`src/core/qdac_consts.svh`:
```
// Constants of the quad DAC serial load control block.
// Assumes inclusion by the package and the design files by bare name.
`ifndef QDAC_CONSTS_SVH
`define QDAC_CONSTS_SVH

`define QDAC_NCH        4
`define QDAC_DW         12
`define QDAC_WORD_W     16
`define QDAC_BUF_BIT    15
`define QDAC_PIN_W      6
// Pin positions in the synchroniser vector
`define QDAC_P_SCL      0
`define QDAC_P_SDA      1
`define QDAC_P_LOAD     2
`define QDAC_P_PD       3
`define QDAC_P_A0       4
`define QDAC_P_A1       5
// Upper five slave address bits; value is arbitrary
`define QDAC_ADDR_HI    5'h0c
`define QDAC_BYTE_BITS  4'h8
`define QDAC_BIT_ZERO   4'h0
`define QDAC_BIT_ONE    4'h1
`define QDAC_IDX_ADDR   2'h0
`define QDAC_IDX_PTR    2'h1
`define QDAC_IDX_HI     2'h2
`define QDAC_IDX_LO     2'h3
`define QDAC_ALL_CH     4'hf
`define QDAC_NO_CH      4'h0
`define QDAC_CODE_RST   12'h000
// Host-side limits, kept for reference by the bench
`define QDAC_SCL_MAX_KBPS   400
`define QDAC_T_LOAD_SU_NS   400
`define QDAC_SYS_CLK_NS     100

`endif

```
`src/core/qdac_pkg.sv`:
```
// Types of the quad DAC serial load control block.
// Assumes qdac_consts.svh is on the include path.
`include "qdac_consts.svh"

package qdac_pkg;

  typedef enum logic [1:0] {QD_IDLE, QD_RX, QD_ACK} qdac_st_t;

  typedef struct packed {
    logic [`QDAC_PIN_W-1:0] s1;
    logic [`QDAC_PIN_W-1:0] s2;
    logic [`QDAC_PIN_W-1:0] s3;
  } qdac_sync_t;

  typedef struct packed {
    qdac_st_t                              st;
    logic [3:0]                            bitcnt;
    logic [1:0]                            idx;
    logic [7:0]                            byte_sh;
    logic [`QDAC_WORD_W-1:0]               word_sh;
    logic [1:0]                            ch;
    logic                                  sda_low;
    logic [`QDAC_NCH-1:0][`QDAC_DW-1:0]    in_code;
    logic [`QDAC_NCH-1:0]                  in_buf;
    logic [`QDAC_NCH-1:0]                  pend;
    logic [`QDAC_NCH-1:0][`QDAC_DW-1:0]    dac_code;
    logic [`QDAC_NCH-1:0]                  dac_buf;
  } qdac_state_t;

endpackage : qdac_pkg

```
`src/core/qdac_pin_sync.sv`:
```
// Two-flop synchronisers and edge finders for all pin inputs.
// Assumes every input is asynchronous to sys_clk.
`timescale 1ns/1ns
`include "qdac_consts.svh"

module qdac_pin_sync
  import qdac_pkg::*;
(
  // Clock and reset
  input  wire logic                   sys_clk,
  input  wire logic                   nrst,
  // Raw pins
  input  wire logic [`QDAC_PIN_W-1:0] pin_raw,
  // Synchronised view
  output logic      [`QDAC_PIN_W-1:0] pin_lvl,
  output logic      [`QDAC_PIN_W-1:0] pin_rise,
  output logic      [`QDAC_PIN_W-1:0] pin_fall
);

  qdac_sync_t r, r_nxt;

  always_comb begin
    r_nxt    = r;
    r_nxt.s1 = pin_raw;
    r_nxt.s2 = r.s1;
    r_nxt.s3 = r.s2;
  end

  always_ff @(posedge sys_clk or negedge nrst) begin
    if (!nrst) begin
      r <= '1;
    end else begin
      r <= r_nxt;
    end
  end

  // Edges look only at the second and third stage, never the first
  genvar g;
  generate
    for (g = 0; g < `QDAC_PIN_W; g++) begin : g_edge
      assign pin_lvl[g]  = r.s2[g];
      assign pin_rise[g] = r.s2[g] & ~r.s3[g];
      assign pin_fall[g] = ~r.s2[g] & r.s3[g];
    end
  endgenerate

endmodule : qdac_pin_sync

```
`src/core/qdac_ctrl.sv`:
```
// Quad DAC digital control: two-wire slave, input and DAC registers.
// Assumes a bus master with an external pull-up on the data line and
// a serial clock far slower than sys_clk (25 samples per bit or more).
`timescale 1ns/1ns
`include "qdac_consts.svh"

// How it works
// - Load low copies input to DAC registers
// - One load pulse updates all pending channels
// - Word bit selects buffered reference per channel
// - Power-down low idles channels, outputs high-Z
// - Data bits shift into 16-bit register
// - Data line open-drain: pull low or release
// - Address bits 0,1 come from pins
// - DAC codes are unsigned straight binary
module qdac_ctrl
  import qdac_pkg::*;
(
  // Clock and reset
  input  wire logic                                 sys_clk,
  input  wire logic                                 nrst,
  // Two-wire link
  input  wire logic                                 scl,
  input  wire logic                                 sda_i,
  output logic                                      sda_o,
  output logic                                      sda_oe,
  // Control pins
  input  wire logic                                 load_dac_n,
  input  wire logic                                 power_down_n,
  input  wire logic                                 addr_pin_0,
  input  wire logic                                 addr_pin_1,
  // Analog side
  output logic      [`QDAC_NCH-1:0][`QDAC_DW-1:0]   dac_code,
  output logic      [`QDAC_NCH-1:0]                 ref_buf_en,
  output logic      [`QDAC_NCH-1:0]                 chan_pd,
  output logic      [`QDAC_NCH-1:0]                 out_hiz
);

  qdac_state_t              r, r_nxt;
  logic [`QDAC_PIN_W-1:0]   p_lvl;
  logic [`QDAC_PIN_W-1:0]   p_rise;
  logic [`QDAC_PIN_W-1:0]   p_fall;
  logic                     scl_hi;
  logic                     scl_up;
  logic                     scl_dn;
  logic                     sda_lv;
  logic                     start_c;
  logic                     stop_c;
  logic                     ld_low;
  logic                     pd_low;
  logic                     commit;
  logic [`QDAC_NCH-1:0]     commit_ch;

  function automatic logic addr_match(input logic [7:0] b,
                                      input logic a1,
                                      input logic a0);
    addr_match = (b[7:1] == {`QDAC_ADDR_HI, a1, a0});
  endfunction : addr_match

  qdac_pin_sync u_sync (
    .sys_clk  (sys_clk),
    .nrst     (nrst),
    .pin_raw  ({addr_pin_1, addr_pin_0, power_down_n, load_dac_n,
                sda_i, scl}),
    .pin_lvl  (p_lvl),
    .pin_rise (p_rise),
    .pin_fall (p_fall)
  );

  assign scl_hi  = p_lvl[`QDAC_P_SCL];
  assign scl_up  = p_rise[`QDAC_P_SCL];
  assign scl_dn  = p_fall[`QDAC_P_SCL];
  assign sda_lv  = p_lvl[`QDAC_P_SDA];
  assign start_c = scl_hi && p_fall[`QDAC_P_SDA];
  assign stop_c  = scl_hi && p_rise[`QDAC_P_SDA];
  // A tied-low load pin is a plain level, so it simply keeps copying
  assign ld_low  = !p_lvl[`QDAC_P_LOAD];
  assign pd_low  = !p_lvl[`QDAC_P_PD];

  // A word is complete when the low data byte ends
  assign commit  = (r.st == QD_RX) && scl_dn &&
                   (r.bitcnt == `QDAC_BYTE_BITS) &&
                   (r.idx == `QDAC_IDX_LO);
  always_comb begin
    commit_ch = `QDAC_NO_CH;
    if (commit) begin
      commit_ch[r.ch] = 1'b1;
    end
  end

  always_comb begin
    r_nxt = r;
    if (start_c) begin
      r_nxt.st      = QD_RX;
      r_nxt.bitcnt  = `QDAC_BIT_ZERO;
      r_nxt.idx     = `QDAC_IDX_ADDR;
      r_nxt.sda_low = 1'b0;
    end else if (stop_c) begin
      r_nxt.st      = QD_IDLE;
      r_nxt.sda_low = 1'b0;
    end else begin
      case (r.st)
        QD_IDLE: begin
          r_nxt.sda_low = 1'b0;
        end
        QD_RX: begin
          if (scl_up && r.bitcnt != `QDAC_BYTE_BITS) begin
            r_nxt.byte_sh = {r.byte_sh[6:0], sda_lv};
            r_nxt.bitcnt  = r.bitcnt + `QDAC_BIT_ONE;
            if (r.idx[1]) begin
              r_nxt.word_sh = {r.word_sh[`QDAC_WORD_W-2:0], sda_lv};
            end
          end else if (scl_dn && r.bitcnt == `QDAC_BYTE_BITS) begin
            r_nxt.st      = QD_ACK;
            r_nxt.sda_low = 1'b1;
            case (r.idx)
              `QDAC_IDX_ADDR: begin
                // Reads are not served; they are left unanswered
                if (!addr_match(r.byte_sh, p_lvl[`QDAC_P_A1],
                                p_lvl[`QDAC_P_A0]) || r.byte_sh[0]) begin
                  r_nxt.st      = QD_IDLE;
                  r_nxt.sda_low = 1'b0;
                end
              end
              `QDAC_IDX_PTR: begin
                r_nxt.ch = r.byte_sh[1:0];
              end
              default: begin
              end
            endcase
          end
        end
        QD_ACK: begin
          if (scl_dn) begin
            r_nxt.st      = QD_RX;
            r_nxt.sda_low = 1'b0;
            r_nxt.bitcnt  = `QDAC_BIT_ZERO;
            // Further words go on to the same channel
            r_nxt.idx     = (r.idx == `QDAC_IDX_LO) ? `QDAC_IDX_HI
                                                    : r.idx + 2'h1;
          end
        end
        default: begin
          r_nxt.st      = QD_IDLE;
          r_nxt.sda_low = 1'b0;
        end
      endcase
    end

    for (int c = 0; c < `QDAC_NCH; c++) begin
      // Load copies only channels holding fresh data, all at once
      if (ld_low && r.pend[c]) begin
        r_nxt.dac_code[c] = r.in_code[c];
        r_nxt.dac_buf[c]  = r.in_buf[c];
        r_nxt.pend[c]     = 1'b0;
      end
      // A word landing with the load still wins and is copied next cycle
      if (commit_ch[c]) begin
        r_nxt.in_code[c] = r.word_sh[`QDAC_DW-1:0];
        r_nxt.in_buf[c]  = r.word_sh[`QDAC_BUF_BIT];
        r_nxt.pend[c]    = 1'b1;
      end
    end
  end

  always_ff @(posedge sys_clk or negedge nrst) begin
    if (!nrst) begin
      r <= '0;
    end else begin
      r <= r_nxt;
    end
  end

  // The line is only ever pulled low or released
  assign sda_o      = 1'b0;
  assign sda_oe     = r.sda_low;
  assign dac_code   = r.dac_code;
  assign ref_buf_en = r.dac_buf;
  assign chan_pd    = pd_low ? `QDAC_ALL_CH : `QDAC_NO_CH;
  assign out_hiz    = pd_low ? `QDAC_ALL_CH : `QDAC_NO_CH;

  genvar g;
  generate
    for (g = 0; g < `QDAC_NCH; g++) begin : g_chk
      a_load_copies_code: assert property (
        @(posedge sys_clk) disable iff (!nrst)
        ld_low && r.pend[g] |=> dac_code[g] == $past(r.in_code[g]))
        else $error("DAC register missed its load");
      a_hold_no_load: assert property (
        @(posedge sys_clk) disable iff (!nrst)
        !ld_low |=> $stable(dac_code[g]))
        else $error("DAC register changed without load");
    end
  endgenerate

  a_load_all_ch: assert property (
    @(posedge sys_clk) disable iff (!nrst)
    ld_low && !commit ##1 ld_low |-> r.pend == `QDAC_NO_CH)
    else $error("Pending channel left after load");

  a_buf_select: assert property (
    @(posedge sys_clk) disable iff (!nrst)
    commit |=> r.in_buf[$past(r.ch)] == $past(r.word_sh[`QDAC_BUF_BIT]))
    else $error("Reference buffer bit not taken");

  a_pd_hiz_all: assert property (
    @(posedge sys_clk) disable iff (!nrst)
    chan_pd == ($past(power_down_n, 2) ? `QDAC_NO_CH : `QDAC_ALL_CH) &&
    out_hiz == chan_pd)
    else $error("Power-down not applied to all channels");

  a_shift_bit: assert property (
    @(posedge sys_clk) disable iff (!nrst)
    r.st == QD_RX && scl_up && r.idx[1] && !start_c && !stop_c &&
    r.bitcnt != `QDAC_BYTE_BITS |=> r.word_sh[0] == $past(sda_lv))
    else $error("Data bit not shifted in");

  a_od_ack_only: assert property (
    @(posedge sys_clk) disable iff (!nrst)
    sda_oe |-> sda_o == 1'b0 && r.st == QD_ACK)
    else $error("Data line driven outside acknowledge");

  a_addr_match: assert property (
    @(posedge sys_clk) disable iff (!nrst)
    sda_oe && r.idx == `QDAC_IDX_ADDR |->
    addr_match(r.byte_sh, p_lvl[`QDAC_P_A1], p_lvl[`QDAC_P_A0]))
    else $error("Acknowledged a foreign address");

endmodule : qdac_ctrl

```
`config.mk`:
```
export PLATFORM = sky130hd
export DESIGN_NAME = qdac_ctrl
export DESIGN_NICKNAME = d
export VERILOG_FILES = /design/src/core/qdac_pkg.sv /design/src/core/qdac_pin_sync.sv /design/src/core/qdac_ctrl.sv
export VERILOG_INCLUDE_DIRS = /design/src /design/src/core
export SDC_FILE = /design/constraint.sdc
export NUM_CORES = 1
export LEC_CHECK = 0
export ABC_AREA = 1
export BUFFER_PORTS_ARGS = -buffer_cell sky130_fd_sc_hd__buf_2
export CORE_ASPECT_RATIO = 1.25
export CORE_MARGIN = 3
export CORE_UTILIZATION = 30
export CTS_BUF_LIST = sky130_fd_sc_hd__clkbuf_4 sky130_fd_sc_hd__clkbuf_8 sky130_fd_sc_hd__clkbuf_16
export DETAILED_ROUTE_END_ITERATION = 16
export GPL_TIMING_DRIVEN = 0
export SLEW_MARGIN = 30
export SYNTH_ARGS = -nofsm -noshare
export SYNTH_HDL_FRONTEND = slang
export SYNTH_SLANG_ARGS = --single-unit
export TNS_END_PERCENT = 100
```
`constraint.sdc`:
```
create_clock -name sys_clk -period 2.59 [get_ports sys_clk]
set_input_delay 0.259 -clock sys_clk [delete_from_list [all_inputs] [get_ports sys_clk]]
set_output_delay 0.259 -clock sys_clk [all_outputs]
set_load 0.05 [all_outputs]
```
## Word level (Yosys, flattened, before mapping)

Cells that the tools add are included.
W data, S select, Z words.

- $add $sub $neg: 2
- Multiply operators: 0
- Div/mod/pow operators: 0
- Magnitude comparators: 2
- Equal/unequal tests: 14
- Shifts and indexed selects: 0
- Muxes and demuxes: 37
- Bitwise gates (word level): 11
- Reduce and logical (&&, ||, !) cells: 31

Operators by type and width:

| cell | number |
|---|---|
| $mux W32 | 1 |
| $mux W26 | 1 |
| $mux W24 | 1 |
| $mux W16 | 1 |
| $mux W2 | 8 |
| $mux W8 | 2 |
| $mux W1 | 14 |
| $logic_and A1 B1 Y1 | 12 |
| $mux W4 | 3 |
| $ne A4 B4 Y1 const B | 3 |
| $reduce_and A4 Y1 | 3 |
| $reduce_bool A2 Y1 | 6 |
| $pmux W4 S2 | 1 |
| $eq A7 B6 Y1 | 1 |
| $not A1 Y1 | 7 |
| $mux W3 | 2 |
| $ne A3 B3 Y1 const B | 2 |
| $pmux W2 S3 | 1 |
| $reduce_and A3 Y1 | 2 |
| $reduce_and A6 Y1 | 1 |
| $reduce_and A5 Y1 | 1 |
| $add A4 B1 Y4 const B | 1 |
| $and A1 B1 Y1 | 4 |
| $eq A2 B1 Y1 const B | 2 |
| 14 further kinds | 17 |

- Register bits: 157
- Bits in latches: 0
- Memory bits (writable): 0
- Bits in read-only memories: 0
- Input bits: 8
- Output and inout bits: 62
- Logic and storage cells: 127
- Memories: 0

## Logic depth before layout (Yosys ltp)

Gate-level depths: netlist of run 1.

- Depth after elaboration: 10
- Depth in mapped cells: 11
- Gate-level depth less buffers: 10

## By module

From an unflattened synthesis of run 1, not the netlist that was laid out.

- Cell total of the unflattened synthesis: 624
- Area total of the unflattened synthesis: 6713.9 um^2

By module, submodules not included:

| module | instances | cells an instance | area each (um^2) | seq. area each (um^2) |
|---|---|---|---|---|
| qdac_ctrl | 1 | 576 | 6105.9 | 3578.4 |
| qdac_pin_sync | 1 | 48 | 608.1 | 473.0 |

## Worst setup path before layout of run 1

No wires, ideal clock.

- Path kind: reg2reg
- Start: reg r[142] in the netlist's numbering
- End: reg r[67] in the netlist's numbering
- Library setup time: 0.123 ns
- Data arrival time: 1.595 ns
- Data required time: 2.467 ns
- Setup slack: 0.871 ns
- Cell stages (with the launch flop): 9
- Buffers on the path: 1
- Period minus slack after synthesis: 1.719 ns
- Path through: dfrtp_1 inv_1 ha_1 inv_1 nor3_4 nand4_4 clkbuf_8 nand2_1 o21ai_1

- Word-level cells in the longest chain between the ends: 5

Ends and longest elaborated chain:

| element | RTL line | text |
|---|---|---|
| start, declared | qdac_ctrl.sv:39 | `qdac_state_t r, r_nxt;` |
| start signal, assigned | qdac_ctrl.sv:170 | `r <= r_nxt;` |
| $eq A2 B1 Y1 | qdac_ctrl.sv:81 | `assign commit = (r.st == QD_RX) && scl_dn &&` |
| $logic_and A1 B1 Y1 (3 in a row) | qdac_ctrl.sv:81 |  |
| $mux W4 | qdac_ctrl.sv:86 | `if (commit) begin` |

No other way between the ends.
A chain may end at the register's enable or synchronous reset.

## Worst setup path after layout of run 1

- Start: reg r[142] in the netlist's numbering
- End: reg r[68] in the netlist's numbering

The elaborated chain is that of the path after synthesis.

==> results of run 1 <==
## area by class of cell
class                   count  area [um^2]
flip-flops and latches    157         3946
clock buffers              22        469.2
plain buffers              77        603.1
fillers                  2127        13460
multi-input cells         317         1909
inverters                  47        176.4
repair buffers             77        475.5
clock inverters            10        235.2
well taps                 279        349.1
## where the power goes
| group | switching [mW] | leakage [nW] | total [mW] | internal [mW] |
|---|---|---|---|---|
| registers | 0.100 | 2.13 | 2.67 | 2.57 |
| clock network | 0.963 | 0.342 | 2.94 | 1.98 |
| logic | 0.337 | 1.69 | 0.518 | 0.181 |
## repair_timing
item	in CTS	in global routing
hold endpoints to repair	39	0
endpoints found under the setup margin	0	0
hold buffers	7	0
## path summary, 6_finish.rpt
| kind | start | to | slack, ns |
|---|---|---|---|
| min reg2reg | u_sync.r[15] | u_sync.pin_lvl[3] | 0.35 |
| max | r[142] | r[68] | 0.68 |
| min in group sys_clk | u_sync.r[15] | u_sync.pin_lvl[3] | 0.35 |
| max in group asynchronous | nrst | u_sync.pin_lvl[2] | 1.34 |
| min | nrst | dac_code[3] | 0.30 |
| max reg2reg | r[142] | r[68] | 0.68 |
## metal layers
metal  up-vias  routed length (um)  global-route usage, %
li1       2077                   -                      -
met1      2042                5680                  14.08
met2        57                6755                  19.72
met3         9                 428                  3.098
met4         0                 139                  3.574
met5         -                   0                      0
## registers in the layout, summed over array words and instances (netlist names)
register and cells:
r 90, dac_code 48, u_sync.r 8, u_sync.pin_lvl 6
ref_buf_en 4, sda_oe 1
## cell families after synthesis
| logic type | after synthesis | share of synthesized area (%) |
|---|---|---|
| compound gates | 87 | 7.449 |
| other cells | 1 | 0.05652 |
| fa+ha+maj | 5 | 0.9429 |
| simple gates | 172 | 11.50 |
| flops | 157 | 59.48 |
| buf+inv | 124 | 11.75 |
| mux | 52 | 8.825 |
## per-stage QoR
stage	TNS, ns	cells
after floorplan	0	598
after global placement	-175.94	945
after CTS	0	986
final	0	986
after global routing	0	986
after detailed placement	0	947
## cells in the final DEF, fill, tap and decap left out, drive strengths merged
cell	n
nand2	126
mux2	52
nand3	13
nand4	6
buf	146
dfstp	14
clkbuf	23
or2	1
bufinv	7
nor3	4
dfrtp	143
conb	1
clkinvlp	1
a21oi	5
inv	47
o21ai	81
ha	5
a21boi	1
clkinv	2
and3	1
nor2	21
dlygate4sd3	7
## critical path: cells and delay by family, from the launching register on
family	cells	cell delay (ns)
and+or+nand+nor	3	0.72
buffers and inverters	3	0.42
DFF	1	0.39
adders and majority gates	1	0.18
AOI/OAI and AO/OA	1	0.06
==> results.cfg, run 1 <==
[floorplan]
die_width_um = 139.0
floorplan.die_area_mm2 = 0.02395
io-pin-count = 70
initial_util_pct = 30.69
std_cell_rows = 60
dieHeight_um = 172.3
core-area_mm2 = 0.02162

[global_route]
wire_length_of_the_first_global_routing_pass_mm = 21.65
first_global_vias = 4131
grt_start_max_net_pins = 77
antenna_found_initial = 0
grtUsageTotal_pct = 11.43
grt.overflow.total = 0

[finish]
fin_util_pct = 37.76
fin_area_mm2 = 0.008164
total_inserted_antenna_cells = 0
num-nets-final = 707
area.growth.synth_to_final_pct = 23.04
fraction_of_final_layout_cells_sized_beyond_drive_strength_1_pct = 38.19

[synth]
synth_seq_area_share_pct = 59.48
yosysMostFrequentCell = dfrtp_1
synth_cells = 598
post-synth-top-area-cell = dfrtp_1
synth.avg_cell_area_um2 = 11.10
post-synth-top-area-fraction_pct = 53.93
post_synth_main_area_contributors = dfrtp_1 (54%), mux2_2 (8.8%), nand2_1 (7.1%), buf_4 (6.9%), dfstp_2 (5.5%)
count_of_flip_flops_with_a_built_in_enable_after_synthesis = 0
synthFlopType = dfrtp_1
synth-async-reset-ratio_pct = 100.0
mapped_area_mm2 = 0.006635
netlist_top_cells_count = dfrtp_1 (143), nand2_1 (126), buf_4 (61)
synth_warnings = 0
ys_seq_elements = 157
synth_cell_types = 26
syn_nets = 611

[min_path]
hold_path.class = in2async

[placement]
pre_cts_slack_ns = 0.6527
dpl_cell_area_mm2 = 0.007390
io_buffers = 68
gp_routability_congestion = 0.7885
detailed_place_hpwl_mm = 9.014

[drt]
routed_wirelength_mm = 13.00
detail-route-antenna-nets = 0
routed_via_count_divided_by_cell_count = 4.244
total_number_of_vias = 4185
detailedRoute.firstIterationViolations = 218
detail_route.first_pass.iterations = 4
drc_errors = 0
avgRoutedWirePerCell_um = 13.19

[sta]
hold_viol_final = 0
final_critical_path_setup_slack_ns = 0.6754
fin_crit_ns = 1.915
grt_setup_unrepaired = false
max_freq_ghz = 0.5223
maxSlewViolCount = 0
setup_viol = 0
hold_ws_ns = 0.2977
fin_skew_ns = 0.01071
finalCritPeriodShare_pct = 73.92

[clock_network]
clockRootBuffer = clkbuf_16
tritoncts.num_buffers = 17
tritoncts_clock_tree = yes
number_of_h_tree_levels = 4
tritoncts_num_sinks = 157
insertion_delay_ns = 0.42
clock_path_buffers = 2
post_cts.resized_instances = 0
path_clk_slew_ns = 0.06
number_of_buffers_inserted_by_post_cts_setup_repair = 0

[worst_setup_path]
end_kind = flip-flop
worst_reg_to_reg_path_cell_count = 8
crit_path_frequent_cell = inv_1
crit_chain = inv_1 > ha_1 > inv_1 > nor3_4 > nand4_4 > clkbuf_8 > nand2_1 > o21ai_1
critical_path.slowest_cell = nor3_4
crit_path_max_incr_delay_ns = 0.41
critPathArrivalTime_ns = 2.20
timing.critical_path.from_type = flip-flop
crit_path_max_fanout = 10
critPathRequiredTime_ns = 2.88
timing_worst_setup_path_type = reg2reg

[status]
status = complete, no violations

[flow_run]
timing.max_cap.violations = 0

[power]
total_power_mw = 6.133
power-per-cell-area_mw_per_mm2 = 751.2
p_leak_nw = 4.163
vdd_drop_max_mv = 0.4948
Power figures use the tool's default switching activity.
==> run 2, diff against run 1 <==
clock period = 1.8 ns   (was 2.59 ns; I/O delays follow)
==> run 2 against run 1 <==
Net effect: die area unchanged; largest power group unchanged; design area increased by 2.6%; critical endpoint unchanged; utilization rose by 0.97 points; sequential power up 45%; largest cell class unchanged.
==> results.cfg, run 2 (synthesized netlist as in run 1, its figures left out) <==
[clock_network]
insertion_delay_ns = 0.42
tritoncts_clock_tree = yes
tritoncts.num_buffers = 17
clockRootBuffer = clkbuf_16
clock_path_buffers = 2
tritoncts_num_sinks = 157
path_clk_slew_ns = 0.06
number_of_h_tree_levels = 4

[worst_setup_path]
crit_chain = inv_1 > ha_1 > nand2_1 > nor2_1 > nand2_1 > clkinv_4 > nand4_4 > clkbuf_16 > nand2_1 > o21ai_1
worst_reg_to_reg_path_cell_count = 10
worstReg2RegEnd = r[68]
timing.critical_path.from_type = flip-flop
critPathRequiredTime_ns = 2.09
crit_path_end = r[68]
critical_path.slowest_cell = dfrtp_2
timing_worst_setup_path_type = reg2reg
crit_path_frequent_cell = nand2_1
crit_path_max_fanout = 7
end_kind = flip-flop
critPathArrivalTime_ns = 2.00
cp-startpoint = r[137]
reg2reg_setup_slack_ns = 0.09
crit_path_max_incr_delay_ns = 0.44
r2r_start = r[137]

[sta]
fin_skew_ns = 0.01139
max_freq_ghz = 0.5859
final_critical_path_setup_slack_ns = 0.09314
finalCritPeriodShare_pct = 94.83
setup_viol = 0
hold_viol_final = 0
hold_ws_ns = 0.2171
fin_crit_ns = 1.707
maxSlewViolCount = 0

[global_route]
wire_length_of_the_first_global_routing_pass_mm = 21.63
grt.overflow.total = 0
first_global_vias = 4136
grt_start_max_net_pins = 77
grtUsageTotal_pct = 11.43
antenna_found_initial = 0

[floorplan]
initial_util_pct = 30.69
core-area_mm2 = 0.02162
dieHeight_um = 172.3
floorplan.die_area_mm2 = 0.02395
die_width_um = 139.0
io-pin-count = 70
std_cell_rows = 60

[drt]
detail-route-antenna-nets = 0
routed_via_count_divided_by_cell_count = 4.299
drc_errors = 0
total_number_of_vias = 4308
routed_wirelength_mm = 13.50
avgRoutedWirePerCell_um = 13.48
detail_route.first_pass.iterations = 4
detailedRoute.firstIterationViolations = 260

[power]
proportion_of_power_drawn_by_combinational_gates_pct = 9.2
total_power_mw = 8.920
vdd_drop_max_mv = 0.7167
power.net_switching_mw = 2.067
intPower_mw = 6.853
p_seq_share_pct = 43.3
p_leak_nw = 4.252
switching_share_pct = 23.17
share_clk_of_total_power_pct = 47.5
power-per-cell-area_mw_per_mm2 = 1065

[finish]
fin_area_mm2 = 0.008373
total_inserted_antenna_cells = 0
largest-register = r
fillCellCount = 2103
layout_common_cells = dfrtp_1 (142), nand2_1 (125), buf_2 (73), buf_4 (73), mux2_2 (52)
fraction_of_final_layout_cells_sized_beyond_drive_strength_1_pct = 40.66
area.growth.synth_to_final_pct = 26.19
largest_register_ff_count = 90
fin_cells = 1002
num-nets-final = 723
layout.cells.most_common = dfrtp_1

[placement]
gp_routability_congestion = 0.7885
placed_cells = 947
pre_cts_slack_ns = -0.1373
io_buffers = 68
detailed_place_hpwl_mm = 9.014
dpl_cell_area_mm2 = 0.007390

[flow_run]
timing.max_cap.violations = 0

[min_path]
hold_path.class = in2async

[status]
status = complete, no violations
[run 2: area by class of cell]
| cell class | count | area (um^2) | area share, % |
|---|---|---|---|
| Timing Repair Buffer | 92 | 618.1 | 7.382 |
| Sequential cell | 157 | 3948 | 47.15 |
| Clock buffer | 22 | 469.2 | 5.604 |
| Tap cell | 279 | 349.1 | 4.169 |
| Inverter | 47 | 181.4 | 2.167 |
| Multi-Input combinational cell | 318 | 1964 | 23.46 |
| Buffer | 77 | 608.1 | 7.262 |
| Clock inverter | 10 | 235.2 | 2.809 |
[run 2: metal layers]
metal,global-route usage [%],routed length [um]
met4,3.660,159
met2,19.72,7069
met5,0,0
met1,14.03,5755
met3,3.126,518
[run 2: per-stage QoR]
step	setup TNS, ns	util [%]
after floorplan	0	-
after global placement	-291.28	33.88
after detailed placement	-4.303	34.18
after CTS	0	37.88
after global routing	-0.05650	38.73
final	0	38.73
[run 2: timing repair]
item	4_1_cts	5_1_grt
pin swaps	1	5
endpoints found under the setup margin	64	82
setup buffers	1	13
hold buffers	7	0
cloned	0	2
gates resized for setup	2	15
hold endpoints to repair	77	0
[run 2: power groups by stage]
stage	Clock, mW	Sequential (mW)	Combinational [mW]
6_report	4.24	3.86	0.823
4_1_cts	4.33	3.85	0.773
3_5_place_dp	0	3.91	0.746
2_1_floorplan	0	3.87	0.530
3_3_place_gp	0	3.90	0.712
5_1_grt	4.50	3.89	0.945
[run 2: how the worst min path moves through the flow]
stage	slack, ns	start	end
6_report	0.22	nrst	dac_code[3]
5_1_grt	0.23	nrst	dac_code[0]
4_1_cts	0.21	nrst	dac_code[3]
3_5_place_dp	0.07	nrst	dac_code[5]
3_3_place_gp	0.29	power_down_n	u_sync.r[15]
2_1_floorplan	-0.12	nrst	dac_code[0]
[run 2: critical path, delay by kind of cell, from the launching register on]
kind	cells	cell delay, ns
fa+ha+maj	1	0.16
compound gates	1	0.06
flops	1	0.44
buf+inv	3	0.42
simple gates	5	0.49
==> run 3, diff against run 2 <==
RECOVER_POWER = 100   (was default)
==> run 3 against run 2 <==
Net effect: clock skew grew 0.0026 ns; design area shrank 1.0%; critical path depth is the same; sequential cell count is the same; power shrank 0.18%.
==> results.cfg, run 3 (synthesized netlist as in run 1, its figures left out) <==
[status]
status = complete, no violations

[floorplan]
floorplan.die_area_mm2 = 0.02395
dieHeight_um = 172.3
initial_util_pct = 30.69
io-pin-count = 70
std_cell_rows = 60
core-area_mm2 = 0.02162
die_width_um = 139.0

[clock_network]
tritoncts_clock_tree = yes
number_of_h_tree_levels = 4
clock_path_buffers = 2
path_clk_slew_ns = 0.06
tritoncts.num_buffers = 17
clockRootBuffer = clkbuf_16
insertion_delay_ns = 0.42
tritoncts_num_sinks = 157

[worst_setup_path]
cp-startpoint = r[137]
critical_path_cell_count = 10
critical_path.slowest_cell = dfrtp_2
crit_path_end = r[68]
critPathArrivalTime_ns = 2.00
timing.critical_path.from_type = flip-flop
worstReg2RegEnd = r[68]
critPathTopFamily = simple AND/OR/NAND/NOR gates
timing_worst_setup_path_type = reg2reg
worst_reg_to_reg_path_cell_count = 10
critPathRequiredTime_ns = 2.09
cp_num_buf_inv = 3
crit_chain = inv_1 > ha_1 > nand2_1 > nor2_1 > nand2_1 > clkinv_4 > nand4_4 > clkbuf_16 > nand2_1 > o21ai_1
reg2reg_setup_slack_ns = 0.09
crit_path_max_incr_delay_ns = 0.44
crit_path_frequent_cell = nand2_1
end_kind = flip-flop
r2r_start = r[137]
crit_path_max_fanout = 7

[drt]
wl_met1_mm = 5.781
avgRoutedWirePerCell_um = 13.47
routed_wirelength_mm = 13.50
detailedRoute.firstIterationViolations = 229
detail_route.first_pass.iterations = 4
routed.top_layer = met4
met3WireLength_um = 512
met2RoutedLength_mm = 7.042
drc_errors = 0
total_number_of_vias = 4290
detail-route-antenna-nets = 0
routed_via_count_divided_by_cell_count = 4.281

[placement]
detailed_place_hpwl_mm = 9.014
placed_cells = 947
io_buffers = 68
gp_routability_congestion = 0.7885
dpl_cell_area_mm2 = 0.007390

[finish]
fin_area_mm2 = 0.008287
largest-register = r
largest_register_ff_count = 90
layout_common_cells = dfrtp_1 (142), nand2_1 (125), buf_4 (73), clkbuf_1 (53), mux2_2 (52)
fin_cells = 1002
area.growth.synth_to_final_pct = 24.89
total_inserted_antenna_cells = 0
layout.cells.most_common = dfrtp_1
fraction_of_final_layout_cells_sized_beyond_drive_strength_1_pct = 33.33
num-nets-final = 723

[global_route]
grtUsageTotal_pct = 11.43
antenna_found_initial = 0
grt_start_max_net_pins = 77
wire_length_of_the_first_global_routing_pass_mm = 21.63
first_global_vias = 4136
grt.overflow.total = 0

[sta]
setup_tns_ns = 0
worst_slew_pin_slew_ns = 0.6983
hold_viol_final = 0
setup_viol = 0
hold_ws_ns = 0.2156
fin_skew_ns = 0.01401
finalCritPeriodShare_pct = 95.23
max_freq_ghz = 0.5834
maxSlewViolCount = 0
relSlewSlack_pct = 53.44
fin_crit_ns = 1.714

[power]
vdd_drop_max_mv = 0.7091
power-per-cell-area_mw_per_mm2 = 1075
p_leak_nw = 4.010

[min_path]
hold_path.class = in2async

[flow_run]
timing.max_cap.violations = 0
[run 3: cell types whose count changed in the layout (fill, tap and decap cells not counted), sizes merged]
cell | before | now
clkbuf | 23 | 78
buf | 161 | 106
[run 3: power breakdown]
| part | switching (mW) | leakage (nW) | internal, mW |
|---|---|---|---|
| logic | 0.518 | 1.54 | 0.297 |
| clock network | 1.38 | 0.342 | 2.84 |
| registers | 0.154 | 2.13 | 3.71 |
| total | 2.06 | 4.01 | 6.85 |
[run 3: layout make-up]
| type | count | area, um^2 |
|---|---|---|
| Buffer | 77 | 608.1 |
| Tap cell | 279 | 349.1 |
| Multi-Input combinational cell | 318 | 1964 |
| Clock inverter | 10 | 235.2 |
| Clock buffer | 22 | 469.2 |
| Fill cell | 2130 | 13330 |
| Sequential cell | 157 | 3948 |
| Timing Repair Buffer | 92 | 531.8 |
| Inverter | 47 | 181.4 |
[run 3: what timing repair did]
item                                    CTS  global route
cloned                                    0             2
buffers inserted                          1            13
endpoints found under the setup margin   64            82
pin swaps                                 1             5
hold endpoints to repair                 77             0
gates resized for setup                   2            15
hold buffers                              7             0
[run 3: worst min path at each step]
stage | from | to | slack, ns | depth (start not counted)
CTS | nrst | dac_code[3] | 0.21 | 2
floorplan | nrst | dac_code[0] | -0.12 | 0
detailed placement | nrst | dac_code[5] | 0.07 | 1
global route | nrst | dac_code[0] | 0.22 | 2
finish | nrst | dac_code[0] | 0.22 | 2
global placement | power_down_n | u_sync.r[15] | 0.29 | 1
[run 3: routing by layer]
| metal | track usage (%) | up-vias |
|---|---|---|
| met2 | 19.72 | 67 |
| met1 | 14.03 | 2095 |
| met3 | 3.126 | 12 |
| met5 | 0 | - |
| met4 | 3.660 | 0 |
| li1 | - | 2116 |
[run 3: per-stage QoR]
step	worst slack [ns]	total power [mW]	utilization, %
finish	0.08584	8.904	38.33
CTS	0.0009941	8.953	37.88
detailed placement	-0.1373	4.657	34.18
global placement	-1.934	4.615	33.88
floorplan	0.08108	4.403	-
global route	-0.02949	9.327	38.33
[run 3: worst reg2reg max path: stages, from the launching register on]
cell and delay, ns:
dfrtp_2 0.44, inv_1 0.07, ha_1 0.16, nand2_1 0.05
nor2_1 0.08, nand2_1 0.13, clkinv_4 0.13, nand4_4 0.18
clkbuf_16 0.22, nand2_1 0.05, o21ai_1 0.06
